$ cat src/rtl/psc_pkg.sv
package psc_pkg;

    // ************************************************************
    // Bus shape
    // ************************************************************
    localparam int ADDR_W = 22;
    localparam int DATA_W = 16;
    localparam int CODE_W = 8;
    localparam int PAGE_WORDS = 4;
    localparam int SYNC_STAGES = 2;
    localparam int TMR_W = 12;
    localparam int PH_W = 4;

    // ************************************************************
    // Timing in printed units and derived cycle counts
    // ************************************************************
    localparam int CLK_PERIOD_NS = 50;
    localparam int PARTIAL_RETENTION_WAKE_TIME_NS = 30;
    localparam int NO_RETENTION_WAKE_TIME_US = 200;
    localparam int POWER_UP_WAIT_US = 200;
    localparam int READ_CYCLE_NS = 65;
    localparam int PAGE_ACCESS_NS = 18;
    localparam int WRITE_PULSE_NS = 50;

    localparam int PARTIAL_WAKE_CYC =
        (PARTIAL_RETENTION_WAKE_TIME_NS + CLK_PERIOD_NS - 1) / CLK_PERIOD_NS;
    localparam int NO_RET_WAKE_CYC =
        (NO_RETENTION_WAKE_TIME_US * 1000 + CLK_PERIOD_NS - 1) / CLK_PERIOD_NS;
    localparam int POWER_UP_CYC =
        (POWER_UP_WAIT_US * 1000 + CLK_PERIOD_NS - 1) / CLK_PERIOD_NS;
    localparam int READ_CYC = (READ_CYCLE_NS + CLK_PERIOD_NS - 1) / CLK_PERIOD_NS;
    localparam int PAGE_CYC = (PAGE_ACCESS_NS + CLK_PERIOD_NS - 1) / CLK_PERIOD_NS;
    localparam int WRITE_PULSE_CYC = (WRITE_PULSE_NS + CLK_PERIOD_NS - 1) / CLK_PERIOD_NS;

    // ************************************************************
    // Mode register codes
    // ************************************************************
    localparam logic [CODE_W-1:0] MODE_CODE_BASE = 8'h04;
    localparam logic [CODE_W-1:0] MODE_CODE_MASK = 8'hfc;
    localparam logic [2:0] MODE_STEP_IDLE = 3'h0;
    localparam logic [2:0] MODE_STEP_READ = 3'h1;
    localparam logic [2:0] MODE_STEP_LAST = 3'h4;

    // ************************************************************
    // Commands
    // ************************************************************
    typedef enum logic [2:0] {
        PSC_OP_READ = 3'h0,
        PSC_OP_WRITE = 3'h1,
        PSC_OP_PAGE_READ = 3'h2,
        PSC_OP_SLEEP_KEEP = 3'h3,
        PSC_OP_SLEEP_NONE = 3'h4,
        PSC_OP_WAKE = 3'h5,
        PSC_OP_MODE_SET = 3'h6
    } psc_op_t;

endpackage : psc_pkg

$ cat src/rtl/psc_timer_if.sv
interface psc_timer_if #(
    parameter int TMR_W = psc_pkg::TMR_W
);
    logic load;
    logic [TMR_W-1:0] count;
    logic done;

    modport ctrl (
        output load,
        output count,
        input done
    );

    modport timer (
        input load,
        input count,
        output done
    );
endinterface : psc_timer_if

$ cat src/rtl/psc_timer.sv
module psc_timer #(
    parameter int TMR_W = psc_pkg::TMR_W
) (
    // Clock and reset
    input wire logic mclk_in,
    input wire logic rst_in,
    // Control side
    psc_timer_if.timer tmr
);

    logic [TMR_W-1:0] cnt_reg;

    // ************************************************************
    // Down counter, done once it reaches zero
    // ************************************************************
    always_ff @(posedge mclk_in) begin
        if (rst_in) begin
            cnt_reg <= '0;
        end else if (tmr.load) begin
            cnt_reg <= tmr.count;
        end else if (cnt_reg != '0) begin
            cnt_reg <= cnt_reg - 1'b1;
        end
    end

    assign tmr.done = (cnt_reg == '0) && !tmr.load;

endmodule : psc_timer

$ cat src/rtl/psc_ctrl.sv
// Behaviour
// RL1 - Chip select is already high when the mode pin is driven low for standby.
// RL2 - After partial-retention standby, wait the short wake time before selecting.
// RL3 - After no-retention standby, wait the long wake time before selecting.
// RL4 - Reads hold mode pin and write strobe high.
// RL5 - Page reads keep both lane enables low.
// RL6 - Writes hold mode pin and output enable high.
// RL7 - Address changes only while chip select is high. Page reads step the low address bits while chip select stays low.
// RL8 - Data lines are driven only while output enable is high.
// RL9 - Mode register setting accepts only codes 04h to 07h.
// RL10 - After power-up, wait the power-up time with mode high before selecting.
// RL11 - Chip select stays high throughout standby and its wake time.
module psc_ctrl #(
    parameter int ADDR_W = psc_pkg::ADDR_W,
    parameter int DATA_W = psc_pkg::DATA_W,
    parameter int PAGE_WORDS = psc_pkg::PAGE_WORDS,
    parameter int POWER_UP_CYC = psc_pkg::POWER_UP_CYC,
    parameter int NO_RET_WAKE_CYC = psc_pkg::NO_RET_WAKE_CYC,
    parameter int PARTIAL_WAKE_CYC = psc_pkg::PARTIAL_WAKE_CYC
) (
    // Clock and reset
    input wire logic mclk_in,
    input wire logic rst_in,
    // Command port
    input wire logic cmd_valid_in,
    input wire logic [2:0] cmd_op_in,
    input wire logic [ADDR_W-1:0] cmd_addr_in,
    input wire logic [DATA_W-1:0] cmd_wdata_in,
    input wire logic [1:0] cmd_lane_n_in,
    input wire logic [psc_pkg::CODE_W-1:0] cmd_code_in,
    output logic cmd_ready_out,
    output logic cmd_err_out,
    // Read answers
    output logic rvalid_out,
    output logic [DATA_W-1:0] rdata_out,
    // Status
    output logic standby_out,
    // Memory pins
    output logic [ADDR_W-1:0] addr_out,
    output logic cs_n_out,
    output logic oe_n_out,
    output logic we_n_out,
    output logic mode_out,
    output logic low_lane_enable_n_out,
    output logic high_lane_enable_n_out,
    input wire logic [DATA_W-1:0] dq_in,
    output logic [DATA_W-1:0] dq_out,
    output logic dq_oe_out
);

    localparam int PAGE_BITS = $clog2(PAGE_WORDS);
    localparam int PH_W = psc_pkg::PH_W;
    localparam int TMR_W = psc_pkg::TMR_W;
    localparam logic [PH_W-1:0] RD_LAST = PH_W'(psc_pkg::READ_CYC + psc_pkg::SYNC_STAGES - 1);
    localparam logic [PH_W-1:0] PG_LAST = PH_W'(psc_pkg::PAGE_CYC + psc_pkg::SYNC_STAGES - 1);
    localparam logic [PH_W-1:0] WP_LAST = PH_W'(psc_pkg::WRITE_PULSE_CYC - 1);
    localparam logic [PH_W-1:0] PG_WORDS_LAST = PH_W'(PAGE_WORDS - 1);

    typedef enum logic [7:0] {
        ST_PWRUP = 8'h01,
        ST_IDLE = 8'h02,
        ST_RD = 8'h04,
        ST_WR_SET = 8'h08,
        ST_WR_PULSE = 8'h10,
        ST_WR_END = 8'h20,
        ST_SLEEP = 8'h40,
        ST_WAKE = 8'h80
    } psc_state_t;

    function automatic logic psc_code_ok(input logic [psc_pkg::CODE_W-1:0] code);
        psc_code_ok = (code & psc_pkg::MODE_CODE_MASK) == psc_pkg::MODE_CODE_BASE;
    endfunction : psc_code_ok

    psc_state_t state_reg;
    logic [PH_W-1:0] phase_reg;
    logic [PH_W-1:0] words_reg;
    logic keep_reg;
    logic [2:0] step_reg;
    logic [psc_pkg::CODE_W-1:0] code_reg;
    logic [DATA_W-1:0] step_data_reg;
    logic tmr_load_reg;
    logic [TMR_W-1:0] tmr_count_reg;
    logic [DATA_W-1:0] dq_meta_reg;
    logic [DATA_W-1:0] dq_sync_reg;

    psc_timer_if #(.TMR_W(TMR_W)) tmr ();

    assign tmr.load = tmr_load_reg;
    assign tmr.count = tmr_count_reg;

    psc_timer #(.TMR_W(TMR_W)) u_timer (
        .mclk_in(mclk_in),
        .rst_in(rst_in),
        .tmr(tmr)
    );

    // ************************************************************
    // Read data synchroniser
    // ************************************************************
    always_ff @(posedge mclk_in) begin
        if (rst_in) begin
            dq_meta_reg <= '0;
            dq_sync_reg <= '0;
        end else begin
            dq_meta_reg <= dq_in;
            dq_sync_reg <= dq_meta_reg;
        end
    end

    // ************************************************************
    // Sequencer and memory pins
    // ************************************************************
    always_ff @(posedge mclk_in) begin
        if (rst_in) begin
            state_reg <= ST_PWRUP;
            phase_reg <= '0;
            words_reg <= '0;
            keep_reg <= 1'b0;
            step_reg <= psc_pkg::MODE_STEP_IDLE;
            code_reg <= '0;
            step_data_reg <= '0;
            tmr_load_reg <= 1'b1;
            tmr_count_reg <= TMR_W'(POWER_UP_CYC); // RL10
            cmd_ready_out <= 1'b0;
            cmd_err_out <= 1'b0;
            rvalid_out <= 1'b0;
            rdata_out <= '0;
            standby_out <= 1'b0;
            addr_out <= '0;
            cs_n_out <= 1'b1;
            oe_n_out <= 1'b1;
            we_n_out <= 1'b1;
            mode_out <= 1'b1;
            low_lane_enable_n_out <= 1'b1;
            high_lane_enable_n_out <= 1'b1;
            dq_out <= '0;
            dq_oe_out <= 1'b0;
        end else begin
            cmd_err_out <= 1'b0;
            rvalid_out <= 1'b0;
            tmr_load_reg <= 1'b0;
            unique case (state_reg)
                ST_PWRUP, ST_WAKE: begin
                    // Chip select held high until the wait is over
                    if (tmr.done) begin // RL2 RL3 RL10 RL11
                        state_reg <= ST_IDLE;
                        standby_out <= 1'b0;
                        cmd_ready_out <= 1'b1;
                    end
                end
                ST_IDLE: begin
                    if (step_reg != psc_pkg::MODE_STEP_IDLE) begin
                        addr_out <= '1; // RL7
                        low_lane_enable_n_out <= 1'b0;
                        high_lane_enable_n_out <= 1'b0;
                        cs_n_out <= 1'b0;
                        if (step_reg == psc_pkg::MODE_STEP_READ) begin
                            oe_n_out <= 1'b0; // RL4
                            phase_reg <= RD_LAST;
                            words_reg <= '0;
                            state_reg <= ST_RD;
                        end else begin
                            dq_out <= (step_reg == psc_pkg::MODE_STEP_LAST) ?
                                DATA_W'(code_reg) : step_data_reg; // RL9
                            dq_oe_out <= 1'b1; // RL6 RL8
                            state_reg <= ST_WR_SET;
                        end
                    end else if (cmd_valid_in && cmd_ready_out) begin
                        unique case (cmd_op_in)
                            psc_pkg::PSC_OP_READ, psc_pkg::PSC_OP_PAGE_READ: begin
                                cmd_ready_out <= 1'b0;
                                addr_out <= cmd_addr_in; // RL7
                                cs_n_out <= 1'b0;
                                oe_n_out <= 1'b0; // RL4
                                phase_reg <= RD_LAST;
                                if (cmd_op_in == psc_pkg::PSC_OP_PAGE_READ) begin
                                    low_lane_enable_n_out <= 1'b0; // RL5
                                    high_lane_enable_n_out <= 1'b0; // RL5
                                    words_reg <= PG_WORDS_LAST;
                                end else begin
                                    low_lane_enable_n_out <= cmd_lane_n_in[0];
                                    high_lane_enable_n_out <= cmd_lane_n_in[1];
                                    words_reg <= '0;
                                end
                                state_reg <= ST_RD;
                            end
                            psc_pkg::PSC_OP_WRITE: begin
                                cmd_ready_out <= 1'b0;
                                addr_out <= cmd_addr_in; // RL7
                                low_lane_enable_n_out <= cmd_lane_n_in[0];
                                high_lane_enable_n_out <= cmd_lane_n_in[1];
                                cs_n_out <= 1'b0;
                                dq_out <= cmd_wdata_in;
                                dq_oe_out <= 1'b1; // RL6 RL8
                                state_reg <= ST_WR_SET;
                            end
                            psc_pkg::PSC_OP_SLEEP_KEEP, psc_pkg::PSC_OP_SLEEP_NONE: begin
                                // Chip select is high in idle, so mode may fall now
                                mode_out <= 1'b0; // RL1
                                keep_reg <= (cmd_op_in == psc_pkg::PSC_OP_SLEEP_KEEP);
                                standby_out <= 1'b1;
                                state_reg <= ST_SLEEP;
                            end
                            psc_pkg::PSC_OP_MODE_SET: begin
                                if (psc_code_ok(cmd_code_in)) begin // RL9
                                    cmd_ready_out <= 1'b0;
                                    code_reg <= cmd_code_in;
                                    step_reg <= psc_pkg::MODE_STEP_READ;
                                end else begin
                                    cmd_err_out <= 1'b1;
                                end
                            end
                            default: begin
                                cmd_err_out <= 1'b1;
                            end
                        endcase
                    end
                end
                ST_RD: begin
                    if (phase_reg != '0) begin
                        phase_reg <= phase_reg - 1'b1;
                    end else begin
                        if (step_reg == psc_pkg::MODE_STEP_READ) begin
                            step_data_reg <= dq_sync_reg;
                        end else begin
                            rdata_out <= dq_sync_reg;
                            rvalid_out <= 1'b1;
                        end
                        if (words_reg != '0) begin
                            words_reg <= words_reg - 1'b1;
                            addr_out[PAGE_BITS-1:0] <=
                                PAGE_BITS'(addr_out[PAGE_BITS-1:0] + 1'b1);
                            phase_reg <= PG_LAST;
                        end else begin
                            cs_n_out <= 1'b1;
                            oe_n_out <= 1'b1;
                            low_lane_enable_n_out <= 1'b1;
                            high_lane_enable_n_out <= 1'b1;
                            state_reg <= ST_IDLE;
                            if (step_reg != psc_pkg::MODE_STEP_IDLE) begin
                                step_reg <= step_reg + 1'b1;
                            end else begin
                                cmd_ready_out <= 1'b1;
                            end
                        end
                    end
                end
                ST_WR_SET: begin
                    we_n_out <= 1'b0;
                    phase_reg <= WP_LAST;
                    state_reg <= ST_WR_PULSE;
                end
                ST_WR_PULSE: begin
                    if (phase_reg != '0) begin
                        phase_reg <= phase_reg - 1'b1;
                    end else begin
                        we_n_out <= 1'b1;
                        cs_n_out <= 1'b1; // RL7
                        state_reg <= ST_WR_END;
                    end
                end
                ST_WR_END: begin
                    dq_oe_out <= 1'b0;
                    low_lane_enable_n_out <= 1'b1;
                    high_lane_enable_n_out <= 1'b1;
                    state_reg <= ST_IDLE;
                    if (step_reg == psc_pkg::MODE_STEP_LAST) begin
                        step_reg <= psc_pkg::MODE_STEP_IDLE;
                        cmd_ready_out <= 1'b1;
                    end else if (step_reg != psc_pkg::MODE_STEP_IDLE) begin
                        step_reg <= step_reg + 1'b1;
                    end else begin
                        cmd_ready_out <= 1'b1;
                    end
                end
                ST_SLEEP: begin
                    if (cmd_valid_in && cmd_ready_out) begin
                        if (cmd_op_in == psc_pkg::PSC_OP_WAKE) begin
                            cmd_ready_out <= 1'b0;
                            mode_out <= 1'b1;
                            tmr_load_reg <= 1'b1;
                            tmr_count_reg <= keep_reg ? TMR_W'(PARTIAL_WAKE_CYC) :
                                TMR_W'(NO_RET_WAKE_CYC); // RL2 RL3
                            state_reg <= ST_WAKE;
                        end else begin
                            cmd_err_out <= 1'b1;
                        end
                    end
                end
                default: begin
                    state_reg <= ST_IDLE;
                end
            endcase
        end
    end

endmodule : psc_ctrl

$ cat config.mk
export PLATFORM = sky130hd
export DESIGN_NAME = psc_ctrl
export DESIGN_NICKNAME = d
export VERILOG_FILES = /design/src/rtl/psc_pkg.sv /design/src/rtl/psc_timer_if.sv /design/src/rtl/psc_timer.sv /design/src/rtl/psc_ctrl.sv
export SDC_FILE = /design/constraint.sdc
export NUM_CORES = 1
export LEC_CHECK = 0
export BUFFER_PORTS_ARGS = -buffer_cell sky130_fd_sc_hd__buf_2
export CAP_MARGIN = 20
export CORE_AREA = 2 2 112 114
export CTS_CLUSTER_DIAMETER = 80
export DETAILED_ROUTE_END_ITERATION = 10
export DIE_AREA = 0 0 114 116
export MAX_ROUTING_LAYER = met4
export PLACE_DENSITY_LB_ADDON = 0.3
export SYNTH_ARGS = -nofsm -noshare
export SYNTH_HDL_FRONTEND = slang
export SYNTH_HIERARCHICAL = 1
export SYNTH_SLANG_ARGS = --single-unit
$ cat constraint.sdc
create_clock -name mclk_in -period 4.56 [get_ports mclk_in]
set_input_delay 0.912 -clock mclk_in [delete_from_list [all_inputs] [get_ports mclk_in]]
set_output_delay 0.912 -clock mclk_in [all_outputs]
set_load 0.05 [all_outputs]
==> out/metrics.yaml <==
status: "completed"
p_switching_mw: 0.850
drtPass1Iterations: 7
post_synth_num_cell_types: 73
dr.first_iter.drc_count: 369
avgSynthCellArea_um2: 9.18
route.vias.total: 5543
grt_usage_pct: 25.2
tritoncts: "done"
synth_ff_type: "dfxtp_1"
synthTopCellsByArea: "dfxtp_1 (48%), nor2_1 (5.0%), mux2i_1 (4.7%), nor2b_1 (3.9%), a21oi_1 (3.7%)"
numClockSinks: 156
drc: 0
wl_per_cell_um: 16.2
hold_viol_final: 0
critPathCaptureType: "flop"
cp.required_ns: 4.91
n_fill_cell: 970
nNetsFinal: 900
initial_utilization_pct: 54.1
clkPwrFrac_pct: 43.7
path_cells: "inv_1, ha_1, inv_1, o41a_1, nor2_1, o2111ai_4, or4b_1, a21oi_1"
worst_clock_skew_ns: 0.0291
fin_crit_ns: 3.12
p_sw_share_pct: 26.9
synth_async_sr_flop_share_pct: 0
dieArea_um2: 13200
gp_congestion: 0.894
rsz0062_at_grt: "false"
cts.path.max_buffers: 2
ant_nets: 0
clk_pin_slew_worst_paths_ns: 0.07
dpl.hpwl_um: 11300
syn_area_um2: 6440
max_cap_viol_count: 0
via_per_inst: 5.64
max_slew_margin_pct: 46.0
drv_slew: 0
cts_max_level: 4
crit_top_cell: "inv_1"
ir_drop_uv: 325
grt_pass1_vias: 5312
io_buffers: 134
core_um2: 11900
fmax_ghz: 0.320
critPathMaxFanout: 23
crit_type: "reg2reg"
yosysWarningCount: 6
wirelength_um: 15900
finalSetupViolCount: 0
power_density_nw_per_um2: 408
critical-path-max-stage-delay_ns: 0.61
cts_resized: 0
layout_commonest_cell: "dfxtp_1"
p_int_mw: 2.31
hold_ws_ns: 0.439
cts_setup_buffers: 0
p_leak_nw: 3.37
cts-root-buf: "clkbuf_16"
grt_pass1_wl_um: 25400
synthDominantCellAreaShare_pct: 48.5
crit_buf_inv: 2
largest_reg_flops: 22
ys_seq_area_share_pct: 48.5
ioPinCount: 135
numCtsBuffers: 17
worst_pin_slew_ns: 0.809
die_y_um: 116
synth_top_area_cell: "dfxtp_1"
grt_antenna_before_repair: 2
worst_ep_arrival_time_ns: 3.47
drive_gt1_share_pct: 23.6
grt_overflow: 0
fin_setup_tns_ns: 0
area_growth_pct: 20.3
synth_edf_count: 0
ys_ff_latch: 156
final_cell_mix: "dfxtp_1 (156), buf_2 (133), nor2_1 (86)"
timing.final.crit_share_pct: 68.5
die_w_um: 114
syn_inst: 702
hp-class: "reg2reg"
clkLatencyLatePin_ns: 0.44
pwr-share-comb_pct: 10.5
startpoint_type: "flop"
slowest_stage: "ha_1"
regMostFlops: "addr_out"
grt_max_degree: 53
ctsHoldBuffers: 0
cp_top_family: "compound AO/OA/AOI/OAI gates"
seqPwrFrac_pct: 45.8
rows: 40
[per-stage QoR]
stage                     cell area (um2)  cells  total power [mW]  utilization, %  setup WS (ns)
after floorplan                      6460    706              1.71               -           1.99
after global routing                 7750    982              3.27            65.0           1.07
after CTS                            7710    978              3.18            64.8           1.50
final                                7750    982              3.16            65.0           1.44
after global placement               7130    946              1.79            59.9           1.61
after detailed placement             7130    946              1.80            59.9           1.49
[worst reg2reg max path: cells and delay by family, from the launching register on]
| family | cells | cell delay (ns) |
|---|---|---|
| buffers and inverters | 2 | 0.46 |
| AOI/OAI and AO/OA | 3 | 0.84 |
| adders and majority gates | 1 | 0.61 |
| DFF | 1 | 0.34 |
| and+or+nand+nor | 2 | 0.78 |
[cells in the mapped netlist, types with 12 or more instances]
cell,n
a21oi_1,48
clkbuf_1,32
dfxtp_1,156
inv_1,12
mux2i_1,30
nand2_1,64
nand2b_1,13
nor2_1,86
nor2b_1,40
nor3_1,19
o21ai_0,13
o22ai_1,21
[logic make-up (layout without fill, tap and decap cells)]
family | Yosys count | in the layout | share of synthesized area [%]
flip-flops | 156 | 156 | 48.5
buffers and inverters | 56 | 183 | 3.96
AO/OA/AOI/OAI | 151 | 151 | 15.8
other | 1 | 7 | 0.0582
XOR/XNOR | 13 | 13 | 1.77
multiplexers | 30 | 30 | 4.66
adder cells (fa/ha/maj) | 10 | 10 | 1.94
AND/OR/NAND/NOR | 285 | 285 | 23.3
[layout make-up]
type | count | area [um2] | area share [%]
Inverter | 12 | 45.0 | 0.581
Antenna cell | 2 | 5.00 | 0.0646
Sequential cell | 156 | 3120 | 40.3
Clock buffer | 17 | 425 | 5.49
Tap cell | 147 | 184 | 2.37
Multi-Input combinational cell | 494 | 3080 | 39.8
Timing Repair Buffer | 139 | 722 | 9.32
Clock inverter | 15 | 160 | 2.07
[metal layers]
| metal | wire (um) | part of all wire, % | GRT usage [%] | vias to the layer above |
|---|---|---|---|---|
| li1 | - | - | - | 2696 |
| met1 | 6930 | 44 | 30.4 | 2592 |
| met2 | 7530 | 47 | 40.0 | 227 |
| met3 | 1160 | 7.3 | 7.90 | 28 |
| met4 | 287 | 1.8 | 8.86 | 0 |
| met5 | 0 | 0 | - | - |
[power groups by stage]
stage	clock, mW	combinational, mW	sequential (mW)
final	1.38	0.331	1.45
after global placement	0	0.313	1.47
after CTS	1.40	0.328	1.45
after floorplan	0	0.204	1.50
after detailed placement	0	0.325	1.48
after global routing	1.45	0.362	1.45
[path summary, 6_finish.rpt]
check	startpoint	endpoint	cells past startpoint	slack (ns)
setup reg to reg	step_reg[0]	phase_reg[3]	8	1.44
setup / recovery	step_reg[0]	phase_reg[3]	8	1.44
hold reg to reg	dq_meta_reg[7]	dq_sync_reg[7]	1	0.44
hold / removal	dq_meta_reg[7]	dq_sync_reg[7]	1	0.44
(Power assumes the default switching activity.)
